===== src/ccr_pkg.sv =====
// Package for the codec control register bank: addresses, fields, defaults, framing
package ccr_pkg;
    // Serial word framing
    localparam int        WORD_BITS      = 14;
    localparam logic [3:0] WORD_LAST     = 4'hD;  // Index of 14th edge (0-based)
    localparam logic [3:0] ADDR_END_IDX  = 4'h5;  // Edges before the dummy bit done
    localparam logic [1:0] INSTR_READ    = 2'h2;
    localparam logic [1:0] INSTR_WRITE   = 2'h3;
    // Register addresses
    localparam logic [2:0] ADDR_PWR_FMT  = 3'h4;
    localparam logic [2:0] ADDR_TONE_MUTE = 3'h5;
    localparam logic [2:0] ADDR_GUARD    = 3'h6;
    // Power and format fields
    localparam int BIT_CODEC0_PD   = 0;
    localparam int BIT_CODEC1_PD   = 1;
    localparam int BIT_TONE_RX0_PD = 2;
    localparam int BIT_TONE_RX1_PD = 3;
    localparam int BIT_FIRST_FS    = 4;
    localparam int BIT_SLOT_SEL    = 5;
    localparam int BIT_FMT_LO      = 6;
    localparam int BIT_FMT_HI      = 7;
    // Tone, mute and law fields
    localparam int BIT_TONE0_FREQ  = 0;
    localparam int BIT_TONE1_FREQ  = 1;
    localparam int BIT_OUT0_MUTE   = 2;
    localparam int BIT_OUT1_MUTE   = 3;
    localparam int BIT_LAW         = 4;
    localparam logic [7:0] TONE_MUTE_MASK = 8'h1F;
    // Guard field positions
    localparam int GUARD_PRES_LSB  = 0;
    localparam int GUARD_ABS_LSB   = 4;
    // Reset values
    localparam logic [7:0] PWR_FMT_RST   = 8'h00;
    localparam logic [7:0] TONE_MUTE_RST = 8'h10;
    localparam logic [7:0] GUARD_RST     = 8'h00;
endpackage


===== src/ccr_regbank.sv =====
// Codec control register bank with three-wire serial port
// What this block does
// - Codec channel power-down bit 1 powers channel off, 0 on; both reset to 0.
// - Tone receiver power-down bits sit at positions 2 and 3 of power/format.
// - Bit 4 of power/format picks first frame sync: 0 channel 0, 1 channel 1.
// - Bit 5 of power/format assigns slots; default 0 puts channel 0 first.
// - Each tone generator has a frequency bit: 0 low tone, 1 high tone; reset 0.
// - Mute bits 2 and 3 silence the PCM transmit output of their channel.
// - Bit 4 of tone/mute picks law: 0 A-law, 1 mu-law; resets to 1.
// - Tone-present guard time is bits 0..3 of guard register, read back as written.
// - Tone-absent guard time is bits 4..7 of guard register, read back as written.
// - Word is 14 bits MSB first: instruction, address, dummy, eight data bits.
// - Data sampled on rising clocks after select falls; write commits on 14th rise.
// - Select rising early discards a write or abandons a read.
// - Defaults load only at power-on reset; otherwise host programs all registers.
`timescale 1ns/1ps
`default_nettype none
module ccr_regbank
    import ccr_pkg::*;
(
    // Clock and power-on reset
    input  wire logic clk_sys,
    input  wire logic reset_n,
    // Serial port pins
    input  wire logic ser_clk,
    input  wire logic ser_cs_n,
    input  wire logic ser_data_in,
    output logic      ser_data_out,
    output logic      ser_data_oe_n,
    // PCM transmit data from codec core
    input  wire logic pcm_tx_in_ch0,
    input  wire logic pcm_tx_in_ch1,
    // Frame sync inputs
    input  wire logic frame_sync_ch0,
    input  wire logic frame_sync_ch1,
    // Power controls
    output logic      codec_ch0_power_down,
    output logic      codec_ch1_power_down,
    output logic      tone_rx0_power_down,
    output logic      tone_rx1_power_down,
    // PCM format controls
    output logic      first_frame_sync_select,
    output logic      first_frame_sync,
    output logic      slot_assignment_select,
    output logic      pcm_format_select_lo,
    output logic      pcm_format_select_hi,
    // Tone, mute and law controls
    output logic      tone0_frequency_select,
    output logic      tone1_frequency_select,
    output logic      pcm_out0_mute,
    output logic      pcm_out1_mute,
    output logic      pcm_tx_out_ch0,
    output logic      pcm_tx_out_ch1,
    output logic      companding_law_select,
    // Guard time fields
    output logic [3:0] tone_present_guard_field,
    output logic [3:0] tone_absent_guard_field
);
    typedef enum logic [2:0] {
        CCR_IDLE  = 3'b001,
        CCR_SHIFT = 3'b010,
        CCR_DRIVE = 3'b100
    } ccr_state_t;

    logic [2:0]  pins_s;
    logic        sclk_d_r;
    logic        cs_d_r;
    logic        sclk_rise;
    logic        sclk_fall;
    logic        cs_rise;
    logic        cs_fall;
    logic        sdi;
    ccr_state_t  state_r;
    logic [3:0]  rise_cnt_r;
    logic [3:0]  fall_cnt_r;
    logic [12:0] shift_r;
    logic [1:0]  instr_r;
    logic [2:0]  addr_r;
    logic [7:0]  rd_shift_r;
    logic [7:0]  pwr_fmt_r;
    logic [7:0]  tone_mute_r;
    logic [7:0]  guard_r;
    logic [7:0]  rd_word;

    // Read-back mux with unused bits forced to zero
    function automatic logic [7:0] read_reg(input logic [2:0] a, input logic [7:0] pf,
                                            input logic [7:0] tm, input logic [7:0] gd);
        logic [7:0] v;
        v = 8'h00;
        unique case (a)
            ADDR_PWR_FMT:   v = pf;
            ADDR_TONE_MUTE: v = tm & TONE_MUTE_MASK;
            ADDR_GUARD:     v = gd;
            default:        v = 8'h00;
        endcase
        return v;
    endfunction

    // Serial pins come from the host's clock domain
    ccr_sync #(.W(3)) u_sync (
        .clk_sys (clk_sys),
        .reset_n (reset_n),
        .din     ({ser_clk, ser_cs_n, ser_data_in}),
        .dout    (pins_s)
    );

    assign sdi = pins_s[0];

    // Word for the addressed register, ready before the read starts
    assign rd_word = read_reg(addr_r, pwr_fmt_r, tone_mute_r, guard_r);

    // Edge history of synchronised clock and select
    always_ff @(posedge clk_sys or negedge reset_n) begin
        if (!reset_n) begin
            sclk_d_r <= 1'b0;
            cs_d_r   <= 1'b0;  // Matches synchroniser reset; no false select fall
        end else begin
            sclk_d_r <= pins_s[2];
            cs_d_r   <= pins_s[1];
        end
    end

    assign sclk_rise = pins_s[2] & ~sclk_d_r;
    assign sclk_fall = ~pins_s[2] & sclk_d_r;
    assign cs_rise   = pins_s[1] & ~cs_d_r;
    assign cs_fall   = ~pins_s[1] & cs_d_r;

    // Frame sequencer; select high always returns to idle
    always_ff @(posedge clk_sys or negedge reset_n) begin
        if (!reset_n) begin
            state_r    <= CCR_IDLE;
            rise_cnt_r <= 4'h0;
            fall_cnt_r <= 4'h0;
            shift_r    <= 13'h0000;
            instr_r    <= 2'h0;
            addr_r     <= 3'h0;
        end else if (cs_rise || pins_s[1]) begin
            state_r    <= CCR_IDLE;
            rise_cnt_r <= 4'h0;
            fall_cnt_r <= 4'h0;
        end else begin
            unique case (state_r)
                CCR_IDLE: begin
                    // Only a fresh select edge opens a frame; a held low does not
                    if (cs_fall) begin
                        state_r    <= CCR_SHIFT;
                        rise_cnt_r <= 4'h0;
                        fall_cnt_r <= 4'h0;
                    end
                end
                CCR_SHIFT: begin
                    if (sclk_rise) begin
                        shift_r    <= {shift_r[11:0], sdi};
                        rise_cnt_r <= rise_cnt_r + 4'h1;
                        if (rise_cnt_r == ADDR_END_IDX) begin
                            instr_r <= shift_r[4:3];
                            addr_r  <= shift_r[2:0];
                        end
                        if (rise_cnt_r == WORD_LAST) begin
                            state_r <= CCR_DRIVE;  // Wait out remaining clocks
                        end
                    end
                    if (sclk_fall) begin
                        fall_cnt_r <= fall_cnt_r + 4'h1;
                    end
                end
                CCR_DRIVE: begin
                    if (sclk_fall && fall_cnt_r != 4'hF) begin
                        fall_cnt_r <= fall_cnt_r + 4'h1;
                    end
                end
            endcase
        end
    end

    // Register writes on the 14th rising edge only; defaults at power-on reset
    always_ff @(posedge clk_sys or negedge reset_n) begin
        if (!reset_n) begin
            pwr_fmt_r   <= PWR_FMT_RST;
            tone_mute_r <= TONE_MUTE_RST;
            guard_r     <= GUARD_RST;
        end else if (state_r == CCR_SHIFT && sclk_rise && !pins_s[1]
                     && rise_cnt_r == WORD_LAST && instr_r == INSTR_WRITE) begin
            unique case (addr_r)
                ADDR_PWR_FMT:   pwr_fmt_r   <= {shift_r[6:0], sdi};
                ADDR_TONE_MUTE: tone_mute_r <= {shift_r[6:0], sdi} & TONE_MUTE_MASK;
                ADDR_GUARD:     guard_r     <= {shift_r[6:0], sdi};
                default:        ;  // Addresses outside this bank ignored
            endcase
        end
    end

    // Read data: load after dummy bit sampled, shift on each later falling edge through the 13th
    always_ff @(posedge clk_sys or negedge reset_n) begin
        if (!reset_n) begin
            rd_shift_r    <= 8'h00;
            ser_data_out  <= 1'b0;
            ser_data_oe_n <= 1'b1;
        end else if (pins_s[1] || state_r == CCR_IDLE) begin
            ser_data_oe_n <= 1'b1;
            ser_data_out  <= 1'b0;
        end else if (sclk_fall && instr_r == INSTR_READ) begin
            // Dummy bit was the 6th rising edge; D7 goes out on the 6th falling edge
            if (fall_cnt_r == ADDR_END_IDX) begin
                rd_shift_r    <= {rd_word[6:0], 1'b0};
                ser_data_out  <= rd_word[7];
                ser_data_oe_n <= 1'b0;
            end else if (fall_cnt_r > ADDR_END_IDX && fall_cnt_r < WORD_LAST) begin
                ser_data_out <= rd_shift_r[7];
                rd_shift_r   <= {rd_shift_r[6:0], 1'b0};
            end else if (fall_cnt_r == WORD_LAST) begin
                ser_data_oe_n <= 1'b1;  // Released on the 14th falling edge
                ser_data_out  <= 1'b0;
            end
        end
    end

    // Frame sync pins from outside; two flops before use
    logic fs0_m_r;
    logic fs0_s_r;
    logic fs1_m_r;
    logic fs1_s_r;
    always_ff @(posedge clk_sys or negedge reset_n) begin
        if (!reset_n) begin
            fs0_m_r <= 1'b0;
            fs0_s_r <= 1'b0;
            fs1_m_r <= 1'b0;
            fs1_s_r <= 1'b0;
        end else begin
            fs0_m_r <= frame_sync_ch0;
            fs0_s_r <= fs0_m_r;
            fs1_m_r <= frame_sync_ch1;
            fs1_s_r <= fs1_m_r;
        end
    end

    // Registered control outputs
    always_ff @(posedge clk_sys or negedge reset_n) begin
        if (!reset_n) begin
            codec_ch0_power_down     <= 1'b0;
            codec_ch1_power_down     <= 1'b0;
            tone_rx0_power_down      <= 1'b0;
            tone_rx1_power_down      <= 1'b0;
            first_frame_sync_select  <= 1'b0;
            first_frame_sync         <= 1'b0;
            slot_assignment_select   <= 1'b0;
            pcm_format_select_lo     <= 1'b0;
            pcm_format_select_hi     <= 1'b0;
            tone0_frequency_select   <= 1'b0;
            tone1_frequency_select   <= 1'b0;
            pcm_out0_mute            <= 1'b0;
            pcm_out1_mute            <= 1'b0;
            companding_law_select    <= 1'b1;
            tone_present_guard_field <= 4'h0;
            tone_absent_guard_field  <= 4'h0;
        end else begin
            codec_ch0_power_down     <= pwr_fmt_r[BIT_CODEC0_PD];
            codec_ch1_power_down     <= pwr_fmt_r[BIT_CODEC1_PD];
            tone_rx0_power_down      <= pwr_fmt_r[BIT_TONE_RX0_PD];
            tone_rx1_power_down      <= pwr_fmt_r[BIT_TONE_RX1_PD];
            first_frame_sync_select  <= pwr_fmt_r[BIT_FIRST_FS];
            first_frame_sync         <= pwr_fmt_r[BIT_FIRST_FS] ? fs1_s_r : fs0_s_r;
            slot_assignment_select   <= pwr_fmt_r[BIT_SLOT_SEL];
            pcm_format_select_lo     <= pwr_fmt_r[BIT_FMT_LO];
            pcm_format_select_hi     <= pwr_fmt_r[BIT_FMT_HI];
            tone0_frequency_select   <= tone_mute_r[BIT_TONE0_FREQ];
            tone1_frequency_select   <= tone_mute_r[BIT_TONE1_FREQ];
            pcm_out0_mute            <= tone_mute_r[BIT_OUT0_MUTE];
            pcm_out1_mute            <= tone_mute_r[BIT_OUT1_MUTE];
            companding_law_select    <= tone_mute_r[BIT_LAW];
            tone_present_guard_field <= guard_r[GUARD_PRES_LSB +: 4];
            tone_absent_guard_field  <= guard_r[GUARD_ABS_LSB +: 4];
        end
    end

    // Muted channels send zeros; core data is same-clock logic
    always_ff @(posedge clk_sys or negedge reset_n) begin
        if (!reset_n) begin
            pcm_tx_out_ch0 <= 1'b0;
            pcm_tx_out_ch1 <= 1'b0;
        end else begin
            pcm_tx_out_ch0 <= pcm_tx_in_ch0 & ~tone_mute_r[BIT_OUT0_MUTE];
            pcm_tx_out_ch1 <= pcm_tx_in_ch1 & ~tone_mute_r[BIT_OUT1_MUTE];
        end
    end
endmodule
`default_nettype wire


===== src/ccr_sync.sv =====
// Two-flop synchroniser for a group of external levels
`timescale 1ns/1ps
`default_nettype none
module ccr_sync
    import ccr_pkg::*;
#(
    parameter int W = 3
) (
    // Clock and reset
    input  wire logic         clk_sys,
    input  wire logic         reset_n,
    // Levels
    input  wire logic [W-1:0] din,
    output logic      [W-1:0] dout
);
    logic [W-1:0] meta_r;

    // First stage feeds only the second stage
    always_ff @(posedge clk_sys or negedge reset_n) begin
        if (!reset_n) begin
            meta_r <= '0;
            dout   <= '0;
        end else begin
            meta_r <= din;
            dout   <= meta_r;
        end
    end
endmodule
`default_nettype wire

===== config.mk =====
export PLATFORM = sky130hd
export DESIGN_NAME = ccr_regbank
export DESIGN_NICKNAME = d
export VERILOG_FILES = /design/src/ccr_pkg.sv /design/src/ccr_regbank.sv /design/src/ccr_sync.sv
export SDC_FILE = /design/constraint.sdc
export NUM_CORES = 1
export LEC_CHECK = 0
export BUFFER_PORTS_ARGS = -buffer_cell sky130_fd_sc_hd__clkbuf_2
export CAP_MARGIN = 5
export CORE_UTILIZATION = 40
export DETAILED_ROUTE_END_ITERATION = 16
export SYNTH_ARGS = -nofsm -noshare
export SYNTH_HDL_FRONTEND = slang
export SYNTH_SLANG_ARGS = --single-unit
export TNS_END_PERCENT = 5

===== constraint.sdc =====
create_clock -name clk_sys -period 2.4 [get_ports clk_sys]
set_input_delay 0.12 -clock clk_sys [delete_from_list [all_inputs] [get_ports clk_sys]]
set_output_delay 0.12 -clock clk_sys [all_outputs]
set_load 0.005 [all_outputs]

Word level (Yosys, flattened, before mapping) --
Index checks and enable logic that the tools add are counted.
Cells by class: order comparisons 2, mux-type cells 27, equal/unequal tests 19, reductions and logical operators 26, $add $sub $neg 2, bitwise operators 14
Operators with widths (number):
- $mux W4 | 6
- $pmux W8 S3 | 1
- $ne A3 B3 Y1 const B | 6
- $mux W8 | 2
- $reduce_and A3 Y1 | 5
- $eq A3 B3 Y1 const B | 4
- $mux W3 | 4
- $pmux W4 S3 | 1
- $mux W1 | 11
- $add A4 B1 Y4 const B | 2
- $eq A4 B3 Y1 const B | 2
- $eq A4 B4 Y1 const B | 2
- $not A1 Y1 | 8
- $pmux W4 S2 | 1
- $reduce_and A2 Y1 | 4
- $reduce_and A4 Y1 | 2
- $logic_and A1 B1 Y1 | 7
- $and A1 B1 Y1 | 6
- $pmux W3 S2 | 1
- $reduce_bool A3 Y1 | 2
- $eq A2 B2 Y1 const B | 2
- $gt A4 B3 Y1 const B | 1
- $lt A4 B4 Y1 const B | 1
- $ne A4 B4 Y1 const B | 1
- 6 further kinds | 8
Word-level totals: word-level logic and storage cells 128, register bits after elaboration 90, input port bits 9, output and inout bits 26

Depth between registers and ports, before layout --
word-level depth 7, depth in mapped cells 8, gate-level depth less buffers 7

Hierarchy --
From an unflattened synthesis, not the netlist that was laid out.
Second synthesis, totals: cells, all modules 254, area, all modules 3638.5 µm²
By module, submodules not included:
- ccr_regbank | instances 1, cells each 248, area an instance 3488.3 µm²
- ccr_sync | instances 1, cells each 6, area an instance 150.1 µm²

Worst setup path before layout --
No wires, ideal clock.
path kind reg2reg, from register u_sync.dout[1], to register guard_r[0], clock period less this slack 1.805 ns, required time 2.273 ns, setup slack 0.595 ns, arrival time 1.678 ns, buffers on the path 2, cell stages (with the launch flop) 8, setup time 0.127 ns, cell sequence dfrtp_1 buf_6 nor4b_4 nand3b_2 nor2_2 and4b_1 buf_4 mux2_1
Between the ends: word-level cells in the longest chain between the ends 5
RTL lines:
- from (decl) | line ccr_sync.sv:14 | output logic [W-1:0] dout
- from (signal assigned) | line ccr_sync.sv:25 | dout <= meta_r;
- $logic_not A1 Y1 | line ccr_regbank.sv:182 | end else if (state_r == CCR_SHIFT && sclk_rise && !pins_s[1]
- $logic_and A1 B1 Y1 | line ccr_regbank.sv:182
- $logic_and A1 B1 Y1 (2 in series) | line ccr_regbank.sv:183 | && rise_cnt_r == WORD_LAST && instr_r == INSTR_WRITE) begin
- $reduce_and A2 Y1 (no source line)
- to (signal assigned) | line ccr_regbank.sv:187 | ADDR_GUARD: guard_r <= {shift_r[6:0], sdi};
- to (decl) | line ccr_regbank.sv:82 | logic [7:0] guard_r;
Every way passes these cells. A chain may end at the register's enable or synchronous reset.

Worst setup path after layout --
from register u_sync.dout[1], to register guard_r[5]
The elaborated chain is that of the path after synthesis.

==> metrics.md <==
| Metric | Value |
|---|---|
| Num rows | `34` |
| Clk sinks | `89` |
| Sequential fraction of the synthesis area | `0.6251` |
| Seq cells post-synth | `89` |
| Setup crit start kind | `register` |
| Cells after DPL | `401` |
| Utilization after layout | `0.4810` |
| Hpwl dp | `4.307 mm` |
| Syn_nets | `277` |
| Avg WL per Cell | `14.83 um` |
| Clock-pin slew on the worst setup and hold paths | `100 ps` |
| Final setup violation count | `0` |
| Fmax | `479.9 MHz` |
| Critical path type | `register to register` |
| Global-route wire length before repair | `10.83 mm` |
| Internal power | `2074 uW` |
| DR iter-0 viols | `91` |
| Worst reg2reg endpoint | `guard_r[5]` |
| Count of yosys warnings during synthesis | `0` |
| WL met3 | `225 um` |
| Cell Pwr Density | `658.2 nW/um2` |
| CTS HTree Levels | `3` |
| Die Y | `96.49 um` |
| Clock Tree Root | `clkbuf_8` |
| Synth cell types | `45` |
| Pins Over Slew Limit | `0` |
| Max-cap violations | `0` |
| Synth Instances | `263` |
| Critical R2R Launch | `u_sync.dout[1]` |
| Switching Share | `0.2452` |
| Crit path time final | `2084 ps` |
| Vias in the first global route | `2080` |
| Worst Path Required | `2650 ps` |
| Top routing layer used | `met4` |
| Endpoint class of the critical path | `register` |
| ANT nets after route | `0` |
| Port Buf Inserts | `34` |
| Most frequent cells in the layout | `85 x dfrtp_1, 33 x clkbuf_2, 29 x mux2_2` |
| Die width | `96.49 um` |
| Final wirelength | `6.304 mm` |
| Layout area overhead | `16.89%` |
| Final Skew | `16.76 ps` |
| Clock share of power | `0.405` |
| Met1 Wirelength | `3.212 mm` |
| Async S/R FF share, synth | `1.000` |
| Post_cts resized | `0` |
| Antenna violations before repair | `0` |
| Outcome | `finished clean` |
| FF-to-FF path depth | `5` |
| Vias per Instance | `5.016` |
| TritonRoute pass-1 iters | `4` |
| Max-Slew Margin vs Limit | `0.5517` |
| Area fraction of the dominant cell type after synthesis | `0.5957` |
| Total CTS buffers | `9` |
| Power share of the combinational group | `0.033` |
| DRC viols | `0` |
| Initial Util | `0.4115` |
| I/O pin count | `35` |
| RSZ-0062 raised after global routing | `false` |
| Total negative slack | `0 ps` |
| Final Hold Vio Count | `0` |
| Mapped Area | `3571 um2` |
| CP max FO | `10` |
| Most common cell after layout, fill and taps aside | `dfrtp_1` |
| Worst Tran Pin Value | `668.4 ps` |
| Area of the die | `9309 um2` |
| Syn Area/Cell | `13.58 um2` |
| Vias | `2132` |
| Total core area | `8678 um2` |
| EDFF count, synth | `0` |
| CTS Buffer Depth | `2` |
| Ant diodes | `0` |
| Final std cells w/o fill | `425` |
| Max rail drop VDD | `0.0003201 V` |
| Crit path DAT | `2330 ps` |
| Net count, final | `326` |
| Period utilisation layout | `0.8683` |
| R2R Setup Slk | `320 ps` |
| GP Congestion | `0.7400` |
| Net Switching | `673.5 uW` |
| Synth Flop Type | `dfrtp_1` |
| Final Power | `2747 uW` |
| CTS tree | `yes` |
| WL met2 | `2.753 mm` |
| Share of cells above drive strength 1 | `0.2997` |
| Pin count of the biggest net entering global routing | `43` |
| Leak | `0.002022 uW` |
| Total congestion overflow | `0` |
| Synth area leader | `dfrtp_1` |
| Global Route Usage Sum | `0.1598` |
| Worst hold path class | `input port to asynchronous set/reset pin` |
| Clock Latency Late Sink | `380 ps` |
| Area contributors post-synth | `dfrtp_1 60%, mux2_2 9.1%, mux2i_1 3.6%` |
| Sequential share of power | `0.562` |
| Hold WS | `274.2 ps` |
==> per-layer routing <==
layer | vias up | GRT usage
met5 | - | 0
met4 | 0 | 0.06618
met3 | 11 | 0.04460
met2 | 26 | 0.2171
met1 | 1058 | 0.2379
li1 | 1037 | -
==> sequential cells by signal (all words and copies together), names as in the netlist, 2 cells and up <==
register and cells:
tone_mute_r 5, pwr_fmt_r 8, rise_cnt_r 4, u_sync.meta_r 3
guard_r 8, fall_cnt_r 4, addr_r 3, u_sync.dout 3
tone_absent_guard_field 4, tone_present_guard_field 4, state_r 3, instr_r 2
rd_shift_r 7, shift_r 7
==> logic make-up (layout without fill, tap and decap cells) <==
family | after synthesis | in the layout | synth area share
flops | 89 | 89 | 0.6251
simple gates | 63 | 63 | 0.1065
mux | 51 | 51 | 0.1563
compound gates | 37 | 37 | 0.06762
buf+inv | 17 | 71 | 0.02453
fa+ha+maj | 5 | 5 | 0.01752
xor+xnor | 1 | 1 | 0.002453
==> power groups by stage <==
stage | sequential, uW | clock [uW] | combinational, uW
finish | 1540 | 1110 | 91.3
global route | 1550 | 1220 | 106
CTS | 1540 | 1150 | 95.5
detailed placement | 1570 | 0 | 85.3
global placement | 1570 | 0 | 83.2
floorplan | 1560 | 0 | 40.2
==> worst max path at each step <==
stage,from,endpoint,slack [ps],depth (start not counted)
finish,u_sync.dout[1],guard_r[5],320,5
global route,u_sync.dout[1],guard_r[7],180,5
global placement,u_sync.dout[1],guard_r[7],350,5
detailed placement,u_sync.dout[1],guard_r[3],280,5
floorplan,u_sync.dout[1],guard_r[0],590,7
CTS,u_sync.dout[1],guard_r[5],260,5
==> critical path, stage by stage, from the launching register on <==
cell	delay, ps
dfrtp_1	500
nor4b_4	360
nand3b_2	120
nor2_2	160
and4b_1	470
mux2_1	360
==> synth_stat cells (4+ instances only) <==
cell type,number
inv_1,7
dfstp_2,4
nor2_1,7
mux2_1,9
dfrtp_1,85
o21ai_0,15
a22o_1,4
nor2b_1,7
ha_1,5
nand3_1,5
mux2i_1,13
buf_2,4
nand2_1,19
mux2_2,29
a21oi_1,4
==> area by class of cell <==
cell class	instances	area, um2
Clock buffer	9	123.9
Timing Repair Buffer	48	310.3
Clock inverter	7	95.09
Multi-Input combinational cell	157	1251
Fill cell	796	4504
Sequential cell	89	2232
Inverter	7	26.28
Tap cell	108	135.1
==> through the flow <==
stage / setup slack [ps] / cell area [um2]
after global placement: 353.0 / 3875
after floorplan: 594.6 / 3571
after CTS: 263.9 / 4174
after global routing: 181.5 / 4174
final: 316.1 / 4174
after detailed placement: 276.6 / 3875
==> repair_timing <==
action                                 in CTS  in global routing
endpoints found under the hold margin      44                  0
buffers inserted                            0                  0
hold buffers                                8                  0
(Power assumes the default switching activity.)
